$ cat src/design/ccr_pkg_field.sv
package ccr_pkg;

  // ----------------------------------------------------------------
  // Register selects on the coprocessor move port
  // ----------------------------------------------------------------
  localparam logic [1:0] SEL_WINDOW_BASE = 2'h0;
  localparam logic [1:0] SEL_COH_BASE    = 2'h1;
  localparam logic [1:0] SEL_CFG0        = 2'h2;
  localparam logic [1:0] SEL_CFG1        = 2'h3;

  // ----------------------------------------------------------------
  // Window base field layout
  // ----------------------------------------------------------------
  localparam int WIN_BASE_LSB   = 11;
  localparam int WIN_BASE_W     = 18;
  localparam int WIN_EN_BIT     = 10;
  localparam int WIN_CTRL_BIT   = 9;
  localparam int WIN_COUNT_W    = 9;
  localparam int WIN_ADDR_LSB   = 15;
  localparam int WIN_BLOCK_LSB  = 6;
  localparam logic [WIN_COUNT_W-1:0] WIN_COUNT_RESET = 9'h002;
  localparam logic                   WIN_EN_RESET    = 1'b0;

  // ----------------------------------------------------------------
  // Coherence base field layout
  // ----------------------------------------------------------------
  localparam int COH_BASE_LSB = 11;
  localparam int COH_BASE_W   = 21;
  localparam int COH_PA_LSB   = 15;

  // ----------------------------------------------------------------
  // Config word 0 field positions and fixed values
  // ----------------------------------------------------------------
  localparam int CFG0_M_BIT    = 31;
  localparam int CFG0_UPKERN_LSB = 28;
  localparam int CFG0_USER_LSB   = 25;
  localparam int CFG0_ISP_BIT    = 24;
  localparam int CFG0_DSP_BIT    = 23;
  localparam int CFG0_CUSTOM_BIT = 22;
  localparam int CFG0_SBE_BIT    = 21;
  localparam int CFG0_MDU_BIT    = 20;
  localparam int CFG0_WC_BIT     = 19;
  localparam int CFG0_MERGE_BIT  = 18;
  localparam int CFG0_BURST_BIT  = 16;
  localparam int CFG0_ENDIAN_BIT = 15;
  localparam int CFG0_ATYPE_LSB  = 13;
  localparam int CFG0_AREV_LSB   = 10;
  localparam int CFG0_MT_LSB     = 7;
  localparam int CFG0_KERN0_LSB  = 0;
  localparam logic [1:0] ARCH_TYPE_VAL = 2'h0;
  localparam logic [2:0] ARCH_REV_VAL  = 3'h1;
  localparam logic       BURST_SEQ     = 1'b0;
  localparam logic       WC_RESET      = 1'b0;
  localparam logic       MERGE_RESET   = 1'b1;

  // ----------------------------------------------------------------
  // Config word 1 field positions
  // ----------------------------------------------------------------
  localparam int CFG1_M_BIT   = 31;
  localparam int CFG1_TLB_LSB = 25;
  localparam int CFG1_IS_LSB  = 22;
  localparam int CFG1_IL_LSB  = 19;
  localparam int CFG1_IA_LSB  = 16;
  localparam int CFG1_DS_LSB  = 13;
  localparam int CFG1_DL_LSB  = 10;
  localparam int CFG1_DASSOC_LSB = 7;
  localparam logic [2:0] ASSOC_DIRECT = 3'h0;
  localparam logic [2:0] ASSOC_4WAY   = 3'h3;
  localparam logic [2:0] LINE_NONE    = 3'h0;
  localparam logic [2:0] LINE_32B     = 3'h4;

  // ----------------------------------------------------------------
  // Enumerations
  // ----------------------------------------------------------------
  typedef enum logic [2:0] {
    MMU_TLB   = 3'b001,
    MMU_FIXED = 3'b011
  } ccr_mmu_e;

  typedef enum logic [2:0] {
    CCA_RSVD0    = 3'b000,
    CCA_RSVD1    = 3'b001,
    CCA_UNCACHED = 3'b010,
    CCA_WB_NONCO = 3'b011,
    CCA_CO_EXCL  = 3'b100,
    CCA_CO_SHARE = 3'b101,
    CCA_RSVD6    = 3'b110,
    CCA_UNC_ACC  = 3'b111
  } ccr_cca_e;

  localparam logic [2:0] CCA_FM_RESET  = 3'h2;
  localparam logic [2:0] CCA_TLB_VALUE = 3'h0;

endpackage

`timescale 1ns/10ps
`default_nettype none

module ccr_cca_field
  import ccr_pkg::*;
#(
  parameter logic       WRITABLE  = 1'b1,
  parameter logic [2:0] RESET_VAL = CCA_FM_RESET
) (
  // Clock and reset
  input  wire  logic       clk,
  input  wire  logic       rst,
  // Write side
  input  wire  logic       wr_en,
  input  wire  logic [2:0] wr_data,
  // Field value
  output logic [2:0] value
);

  typedef struct packed {
    logic [2:0] cca;
  } ccr_cca_s;

  ccr_cca_s r_reg;
  ccr_cca_s r_next;

  // Read-only flavour keeps its reset value; writes are dropped
  always_comb begin
    r_next = r_reg;
    if (WRITABLE && wr_en) begin
      r_next.cca = wr_data;
    end
  end

  always_ff @(posedge clk) begin
    if (rst) begin
      r_reg.cca <= RESET_VAL;
    end else begin
      r_reg <= r_next;
    end
  end

  assign value = r_reg.cca;

endmodule

`default_nettype wire

$ cat src/design/ccr_core_config_registers.sv
// Notes on behaviour
// RQ1: Privilege clear: window base reads zero, ignores writes
// RQ2: Enable bit 10 routes window to device logic
// RQ3: Bits 28:11 hold window physical base address
// RQ4: Bits 31:29 ignore writes, read zero
// RQ5: Control block bit 9 always reads zero
// RQ6: Block count bits 8:0, reset two
// RQ7: Coherence base bits 31:11 mirror manager field
// RQ8: Unimplemented coherence bits and 10:0 read zero
// RQ9: Bit 31 of both config words reads one
// RQ10: User/upper-kernel cacheability writable only fixed-mapping
// RQ11: Cacheability codes use the documented encoding
// RQ12: Bit 21 reflects simple byte-enable pin
// RQ13: Bit 15 reflects endianness pin
// RQ14: Burst order bit 16 reads zero
// RQ15: Architecture type 00, revision 001
// RQ16: Write merge bit 18 writable, resets one
// RQ17: Custom instruction bit follows thread config writes
// RQ18: TLB size field is entries minus one
// RQ19: Data associativity fixed four-way, code three
// RQ20: Line size zero means absent cache
// RQ21: Window register present, so capability bit set
`timescale 1ns/10ps
`default_nettype none

module ccr_core_config_registers
  import ccr_pkg::*;
#(
  parameter ccr_mmu_e                 MMU_TYPE    = MMU_FIXED,
  parameter logic [WIN_COUNT_W-1:0]   BLOCK_COUNT = WIN_COUNT_RESET,
  parameter int                       PA_BITS     = 32,
  parameter logic [5:0]               TLB_ENTRIES_M1 = 6'h0f,
  parameter logic [2:0]               ISETS       = 3'h2,
  parameter logic [2:0]               ILINE       = LINE_32B,
  parameter logic [2:0]               IASSOC      = ASSOC_4WAY,
  parameter logic [2:0]               DSETS       = 3'h2,
  parameter logic [2:0]               DLINE       = LINE_32B,
  parameter logic [6:0]               CFG1_LOW    = 7'h02,
  parameter logic                     ISPRAM      = 1'b0,
  parameter logic                     DSPRAM      = 1'b0,
  parameter logic                     CUSTOM_RESET = 1'b0
) (
  // Clock and reset
  input  wire  logic        clk,
  input  wire  logic        rst,
  // Coprocessor move port
  input  wire  logic [1:0]  cop_sel,
  input  wire  logic        cop_rd_en,
  input  wire  logic        cop_wr_en,
  input  wire  logic [31:0] cop_wdata,
  output logic [31:0] cop_rdata,
  output logic        cop_rvalid,
  // Thread context state
  input  wire  logic        multi_vpe_privilege,
  input  wire  logic        thread_cfg_wr,
  input  wire  logic        thread_cfg_custom,
  // Coherence manager base field
  input  wire  logic [COH_BASE_W-1:0] manager_base_field,
  // Static pins
  input  wire  logic        simple_byte_enable_input,
  input  wire  logic        endian_input,
  // Physical request routing
  input  wire  logic [31:0] req_paddr,
  output logic        route_to_window,
  output logic [2:0]  kernel0_cacheability,
  output logic [2:0]  user_cacheability,
  output logic [2:0]  upper_kernel_cacheability,
  output logic        device_memory_window_present
);

  // ----------------------------------------------------------------
  // State
  // ----------------------------------------------------------------
  typedef struct packed {
    logic                   window_en;
    logic [WIN_BASE_W-1:0]  window_base_address;
    logic                   wc;
    logic                   write_merge_control;
    logic                   custom_instruction_flag;
    logic [1:0]             pin_sync1;
    logic [1:0]             pin_sync2;
    logic [31:0]            rdata;
    logic                   rvalid;
  } ccr_state_s;

  localparam ccr_state_s ST_RESET = '{
    window_en:               WIN_EN_RESET,
    window_base_address:     '0,
    wc:                      WC_RESET,
    write_merge_control:     MERGE_RESET,
    custom_instruction_flag: CUSTOM_RESET,
    pin_sync1:               2'h0,
    pin_sync2:               2'h0,
    rdata:                   32'h0,
    rvalid:                  1'b0
  };

  localparam logic FIXED_MAP = (MMU_TYPE == MMU_FIXED);

  ccr_state_s r_reg;
  ccr_state_s r_next;

  logic [2:0]            cca_val [3];
  logic [2:0]            cca_wdata [3];
  logic                  cfg0_wr;
  logic                  win_wr;
  logic [COH_BASE_W-1:0] coh_mask;
  logic [COH_BASE_W-1:0] coh_field;
  logic [31:0]           win_word;
  logic [31:0]           coh_word;
  logic [31:0]           cfg0_word;
  logic [31:0]           cfg1_word;
  logic [31:0]           rd_mux;
  logic                  simple_be_flag;
  logic                  endianness_flag;

  assign cfg0_wr = cop_wr_en && (cop_sel == SEL_CFG0);
  assign win_wr  = cop_wr_en && (cop_sel == SEL_WINDOW_BASE) && multi_vpe_privilege; // RQ1

  // ----------------------------------------------------------------
  // Cacheability fields: kernel0, user, upper kernel
  // ----------------------------------------------------------------
  assign cca_wdata[0] = cop_wdata[CFG0_KERN0_LSB +: 3];
  assign cca_wdata[1] = cop_wdata[CFG0_USER_LSB +: 3];
  assign cca_wdata[2] = cop_wdata[CFG0_UPKERN_LSB +: 3];

  // Under a TLB the user and upper-kernel fields are frozen at zero
  for (genvar i = 0; i < 3; i++) begin : g_cca
    ccr_cca_field #(
      .WRITABLE  ((i == 0) ? 1'b1 : FIXED_MAP),                   // RQ10
      .RESET_VAL ((i == 0 || FIXED_MAP) ? CCA_FM_RESET : CCA_TLB_VALUE)
    ) u_cca (
      .clk     (clk),
      .rst     (rst),
      .wr_en   (cfg0_wr),
      .wr_data (cca_wdata[i]), // RQ11
      .value   (cca_val[i])
    );
  end

  assign kernel0_cacheability      = cca_val[0];
  assign user_cacheability         = cca_val[1];
  assign upper_kernel_cacheability = cca_val[2];

  // ----------------------------------------------------------------
  // Read words
  // ----------------------------------------------------------------
  assign simple_be_flag  = r_reg.pin_sync2[0];
  assign endianness_flag = r_reg.pin_sync2[1];

  // Address bits at or above PA_BITS are not implemented
  always_comb begin
    for (int b = 0; b < COH_BASE_W; b++) begin
      coh_mask[b] = ((b + COH_PA_LSB) < PA_BITS);
    end
  end
  assign coh_field = manager_base_field & coh_mask; // RQ8

  always_comb begin
    win_word = 32'h0; // RQ4
    win_word[WIN_BASE_LSB +: WIN_BASE_W] = r_reg.window_base_address; // RQ3
    win_word[WIN_EN_BIT]                 = r_reg.window_en;
    win_word[WIN_CTRL_BIT]               = 1'b0; // RQ5
    win_word[WIN_COUNT_W-1:0]            = BLOCK_COUNT; // RQ6
    if (!multi_vpe_privilege) begin
      win_word = 32'h0; // RQ1
    end
  end

  assign coh_word = {coh_field, 11'h000}; // RQ7

  always_comb begin
    cfg0_word = 32'h0;
    cfg0_word[CFG0_M_BIT]         = 1'b1; // RQ9
    cfg0_word[CFG0_UPKERN_LSB +: 3] = cca_val[2];
    cfg0_word[CFG0_USER_LSB +: 3]   = cca_val[1];
    cfg0_word[CFG0_ISP_BIT]         = ISPRAM;
    cfg0_word[CFG0_DSP_BIT]         = DSPRAM;
    cfg0_word[CFG0_CUSTOM_BIT]      = r_reg.custom_instruction_flag;
    cfg0_word[CFG0_SBE_BIT]         = simple_be_flag; // RQ12
    cfg0_word[CFG0_MDU_BIT]         = 1'b0;
    cfg0_word[CFG0_WC_BIT]          = r_reg.wc;
    cfg0_word[CFG0_MERGE_BIT]       = r_reg.write_merge_control; // RQ16
    cfg0_word[CFG0_BURST_BIT]       = BURST_SEQ; // RQ14
    cfg0_word[CFG0_ENDIAN_BIT]      = endianness_flag; // RQ13
    cfg0_word[CFG0_ATYPE_LSB +: 2]  = ARCH_TYPE_VAL; // RQ15
    cfg0_word[CFG0_AREV_LSB +: 3]   = ARCH_REV_VAL; // RQ15
    cfg0_word[CFG0_MT_LSB +: 3]     = MMU_TYPE;
    cfg0_word[CFG0_KERN0_LSB +: 3]  = cca_val[0];
  end

  always_comb begin
    cfg1_word = 32'h0;
    cfg1_word[CFG1_M_BIT]         = 1'b1; // RQ9
    cfg1_word[CFG1_TLB_LSB +: 6]  = FIXED_MAP ? 6'h00 : TLB_ENTRIES_M1; // RQ18
    cfg1_word[CFG1_IS_LSB +: 3]   = ISETS;
    // An absent instruction cache reports line size zero
    cfg1_word[CFG1_IL_LSB +: 3]   = ILINE; // RQ20
    cfg1_word[CFG1_IA_LSB +: 3]   = IASSOC;
    cfg1_word[CFG1_DS_LSB +: 3]   = DSETS;
    cfg1_word[CFG1_DL_LSB +: 3]   = DLINE; // RQ20
    cfg1_word[CFG1_DASSOC_LSB +: 3] = ASSOC_4WAY; // RQ19
    cfg1_word[6:0]                = CFG1_LOW;
  end

  always_comb begin
    case (cop_sel)
      SEL_WINDOW_BASE: rd_mux = win_word;
      SEL_COH_BASE:    rd_mux = coh_word;
      SEL_CFG0:        rd_mux = cfg0_word;
      SEL_CFG1:        rd_mux = cfg1_word;
      default:         rd_mux = 32'h0;
    endcase
  end

  // ----------------------------------------------------------------
  // Next state
  // ----------------------------------------------------------------
  always_comb begin
    r_next = r_reg;
    r_next.pin_sync1 = {endian_input, simple_byte_enable_input};
    r_next.pin_sync2 = r_reg.pin_sync1;
    r_next.rvalid    = cop_rd_en;
    if (cop_rd_en) begin
      r_next.rdata = rd_mux;
    end
    if (win_wr) begin
      r_next.window_en           = cop_wdata[WIN_EN_BIT]; // RQ2
      r_next.window_base_address = cop_wdata[WIN_BASE_LSB +: WIN_BASE_W]; // RQ3
    end
    if (cfg0_wr) begin
      r_next.wc                  = cop_wdata[CFG0_WC_BIT];
      // Merge control has no effect; write-through is not supported
      r_next.write_merge_control = cop_wdata[CFG0_MERGE_BIT]; // RQ16
    end
    if (thread_cfg_wr) begin
      r_next.custom_instruction_flag = thread_cfg_custom; // RQ17
    end
  end

  always_ff @(posedge clk) begin
    if (rst) begin
      r_reg <= ST_RESET;
    end else begin
      r_reg <= r_next;
    end
  end

  // ----------------------------------------------------------------
  // Outputs
  // ----------------------------------------------------------------
  // Base is 32 KB aligned; the window spans BLOCK_COUNT+1 blocks of 64 bytes.
  // Base field bit 17 lies above a 32-bit address, so a set bit never matches.
  assign route_to_window = r_reg.window_en
                         && !r_reg.window_base_address[WIN_BASE_W-1]
                         && (req_paddr[31:WIN_ADDR_LSB] == r_reg.window_base_address[16:0])
                         && (req_paddr[14:WIN_BLOCK_LSB] <= BLOCK_COUNT); // RQ2

  assign device_memory_window_present = 1'b1; // RQ21
  assign cop_rdata  = r_reg.rdata;
  assign cop_rvalid = r_reg.rvalid;
endmodule

`default_nettype wire

$ cat config.mk
export PLATFORM = sky130hd
export DESIGN_NAME = ccr_core_config_registers
export DESIGN_NICKNAME = d
export VERILOG_FILES = /design/src/design/ccr_pkg_field.sv /design/src/design/ccr_core_config_registers.sv
export SDC_FILE = /design/constraint.sdc
export NUM_CORES = 1
export LEC_CHECK = 0
export BUFFER_PORTS_ARGS = -buffer_cell sky130_fd_sc_hd__buf_2
export CORE_MARGIN = 2
export CORE_UTILIZATION = 42
export CTS_CLUSTER_DIAMETER = 120
export DETAILED_ROUTE_END_ITERATION = 6
export GPL_ROUTABILITY_DRIVEN = 0
export GPL_TIMING_DRIVEN = 0
export PLACE_DENSITY_LB_ADDON = 0.25
export SLEW_MARGIN = 20
export SYNTH_ARGS = -nofsm -noshare
export SYNTH_HDL_FRONTEND = slang
export SYNTH_SLANG_ARGS = --single-unit
$ cat constraint.sdc
create_clock -name clk -period 1 [get_ports clk]
set_input_delay 0.05 -clock clk [delete_from_list [all_inputs] [get_ports clk]]
set_output_delay 0.05 -clock clk [all_outputs]
set_load 0.01 [all_outputs]
==> out/metrics.yaml <==
clocking:
  cts_tree: "done"
  cts_buffers: 9
  cts_buffer_depth: 2
  cts-root-buf: "clkbuf_8"
  clkTransAtPathRegs_ps: 60
  clkSinkCount: 61
  h-tree-depth: 3
  worstSkewPairLatency_ps: 330
  post_cts_buffers: 0
power:
  ir_worst_vdd_mv: 0.626
  power_density_nw_per_um2: 1280
  leakage_nw: 1.86
detailed_routing:
  ant_nets: 0
  avgViaCountPerCell: 4.69
  vias: 2883
  wire_per_inst_um: 13.4
  drc: 0
  wirelength_um: 8230
  drt_iter0_markers: 103
  drt_pass1_iterations: 5
timing:
  finalHoldViolCount: 0
  max_freq_ghz: 0.557
  fin_ws_ps: -797
  worst_slew_margin_rel: 0.588
  period_share: 1.80
  fin_setup_tns_ps: -797
  setup_viol: 1
  tightest_slew_ps: 618
  rsz0062_at_grt: "yes"
  fin_skew_ps: 3.33
  layout_min_cycle_time_ps: 1800
  final_max_slew_viol_count: 0
layout:
  area_growth_pct: 39.7
  layout_common_cells: "buf_2, nand2_1, dfxtp_1, buf_4, a21oi_1"
  largest_reg_flops: 25
  final_common_cell: "buf_2"
  final_nets: 613
  layout-drive-gt1-share: 0.374
  n_antenna_cell: 0
hold_path:
  hold_class: "input port to register"
global_route:
  track_usage: 0.217
  grt_max_degree: 11
  grt_pass1_wl_um: 12700
  gr-total-overflow: 0
  grt_pass1_vias: 2696
  antenna_found_initial: 0
floorplanning:
  ioPinCount: 140
  die_x_um: 87.9
  fp.dieH_um: 87.9
  core_um2: 6790
  start_util: 0.436
  placementRows: 30
  die_area_um2: 7730
logic_synthesis:
  async_flop_share: 0
  synth_top_family_by_area: "simple AND/OR/NAND/NOR gates"
  synth_top_area_share: 0.413
  synth-adder-area-share: 0
  synth_largest_area_cell: "dfxtp_1"
  avgSynthCellArea_um2: 8.17
  syn_inst: 362
  synthSimpleGateAreaFrac: 0.213
  synth_edf_count: 0
  netlist_top_cells_area: "dfxtp_1, buf_4, nand2_1, a21oi_1, xnor2_1"
  synth_flop_cell: "dfxtp_1"
  synth_compound_area_frac: 0.161
  synth_cell_types: 34
  yosys.area_share.xor_xnor: 0.0503
  seq_area_frac_synth: 0.413
  synth.area.mux_share: 0.00677
  synth.cell_area_um2: 2960
  synth_seq_cells: 61
  ys_warn_count: 0
setup_path:
  crit_required_ps: 950
  start_kind: "register"
  end_kind: "output pin"
  worst-path-max-fanout: 3
  crit_type: "register to output pin"
  crit_arrival_ps: 1750
outcome:
  run_status: "finished, violations left"
  violations: "setup timing"
run:
  maxCapViolCount: 0
place:
  hpwlAfterDp_um: 6150
  port_buffers: 111
  place_ws_ps: -514
[final cells by class]
cell class                      instances  area (um2)
Fill cell                             644        2660
Inverter                                1        3.75
Buffer                                 66         462
Multi-Input combinational cell        238        1320
Tap cell                               96         120
Clock inverter                          3        15.0
Timing Repair Buffer                  140         846
Sequential cell                        61        1230
Clock buffer                           10         138
[per-stage QoR]
step	total power (W)	cell area [um2]	hold WS, ps	utilization	instances
floorplan	0.00311	2990	171	-	366
global placement	0.00344	3670	270	0.540	573
detailed placement	0.00345	3670	274	0.540	573
CTS	0.00532	4120	21.5	0.606	615
global route	0.00552	4140	49.5	0.609	615
finish	0.00529	4140	33.8	0.609	615
[report_power, final]
group	leakage (nW)	switching [W]	internal [W]	total [W]
Combinational	1.28	0.000413	0.000485	0.000899
Sequential	0.502	0.0000602	0.00253	0.00259
Clock	0.0836	0.000887	0.000910	0.00180
[Yosys cell counts, types with 3 or more instances]
library cell  count
clkbuf_1         11
xor2_1            5
a21oi_1          37
buf_6             3
buf_2             4
a21o_1            5
nand3b_1          4
nor4_1            3
nor2_1           20
o21ai_0           9
a22oi_1           7
nor2b_1          13
xnor2_1          12
nand2_1          75
dfxtp_1          61
a211oi_1          9
nand2b_1          7
nand3_1           4
a311oi_1          6
buf_4            47
nand4_1           4
[critical path, stage by stage, from the launching register on]
cell and delay [ps]:
dfxtp_2 340, xor2_2 140, nor4_2 350, nand4_1 200, nor4_2 210, buf_2 180
[metal layers]
layer	vias to the layer above	global-route usage	part of all wire
li1	1474	-	-
met1	1304	0.276	0.44
met2	94	0.361	0.49
met3	11	0.0283	0.057
met4	0	0.112	0.017
met5	-	0	0
[final timing paths]
| path | cells past startpoint | slack [ps] | startpoint | endpoint |
|---|---|---|---|---|
| min | 3 | 30 | cop_sel[1] | cop_rdata[8] |
| min reg2reg | 1 | 460 | r_next[34] | cfg0_word[15] |
| max reg2reg | 3 | 40 | r_reg[50] | cop_rdata[21] |
| max | 5 | -800 | r_reg[41] | route_to_window |
[cell families after synthesis]
kind of cell / after synthesis
compound gates: 77
xor+xnor: 17
flops: 61
other cells: 2
mux: 2
simple gates: 136
buf+inv: 67
[repair_timing]
item,CTS,global route
pin swaps,0,0
hold endpoints to repair,34,0
setup endpoints to repair,4,8
cloned,0,0
resized for setup,2,8
hold buffers,29,0
Note: power is estimated with default switching activity, not from simulation.
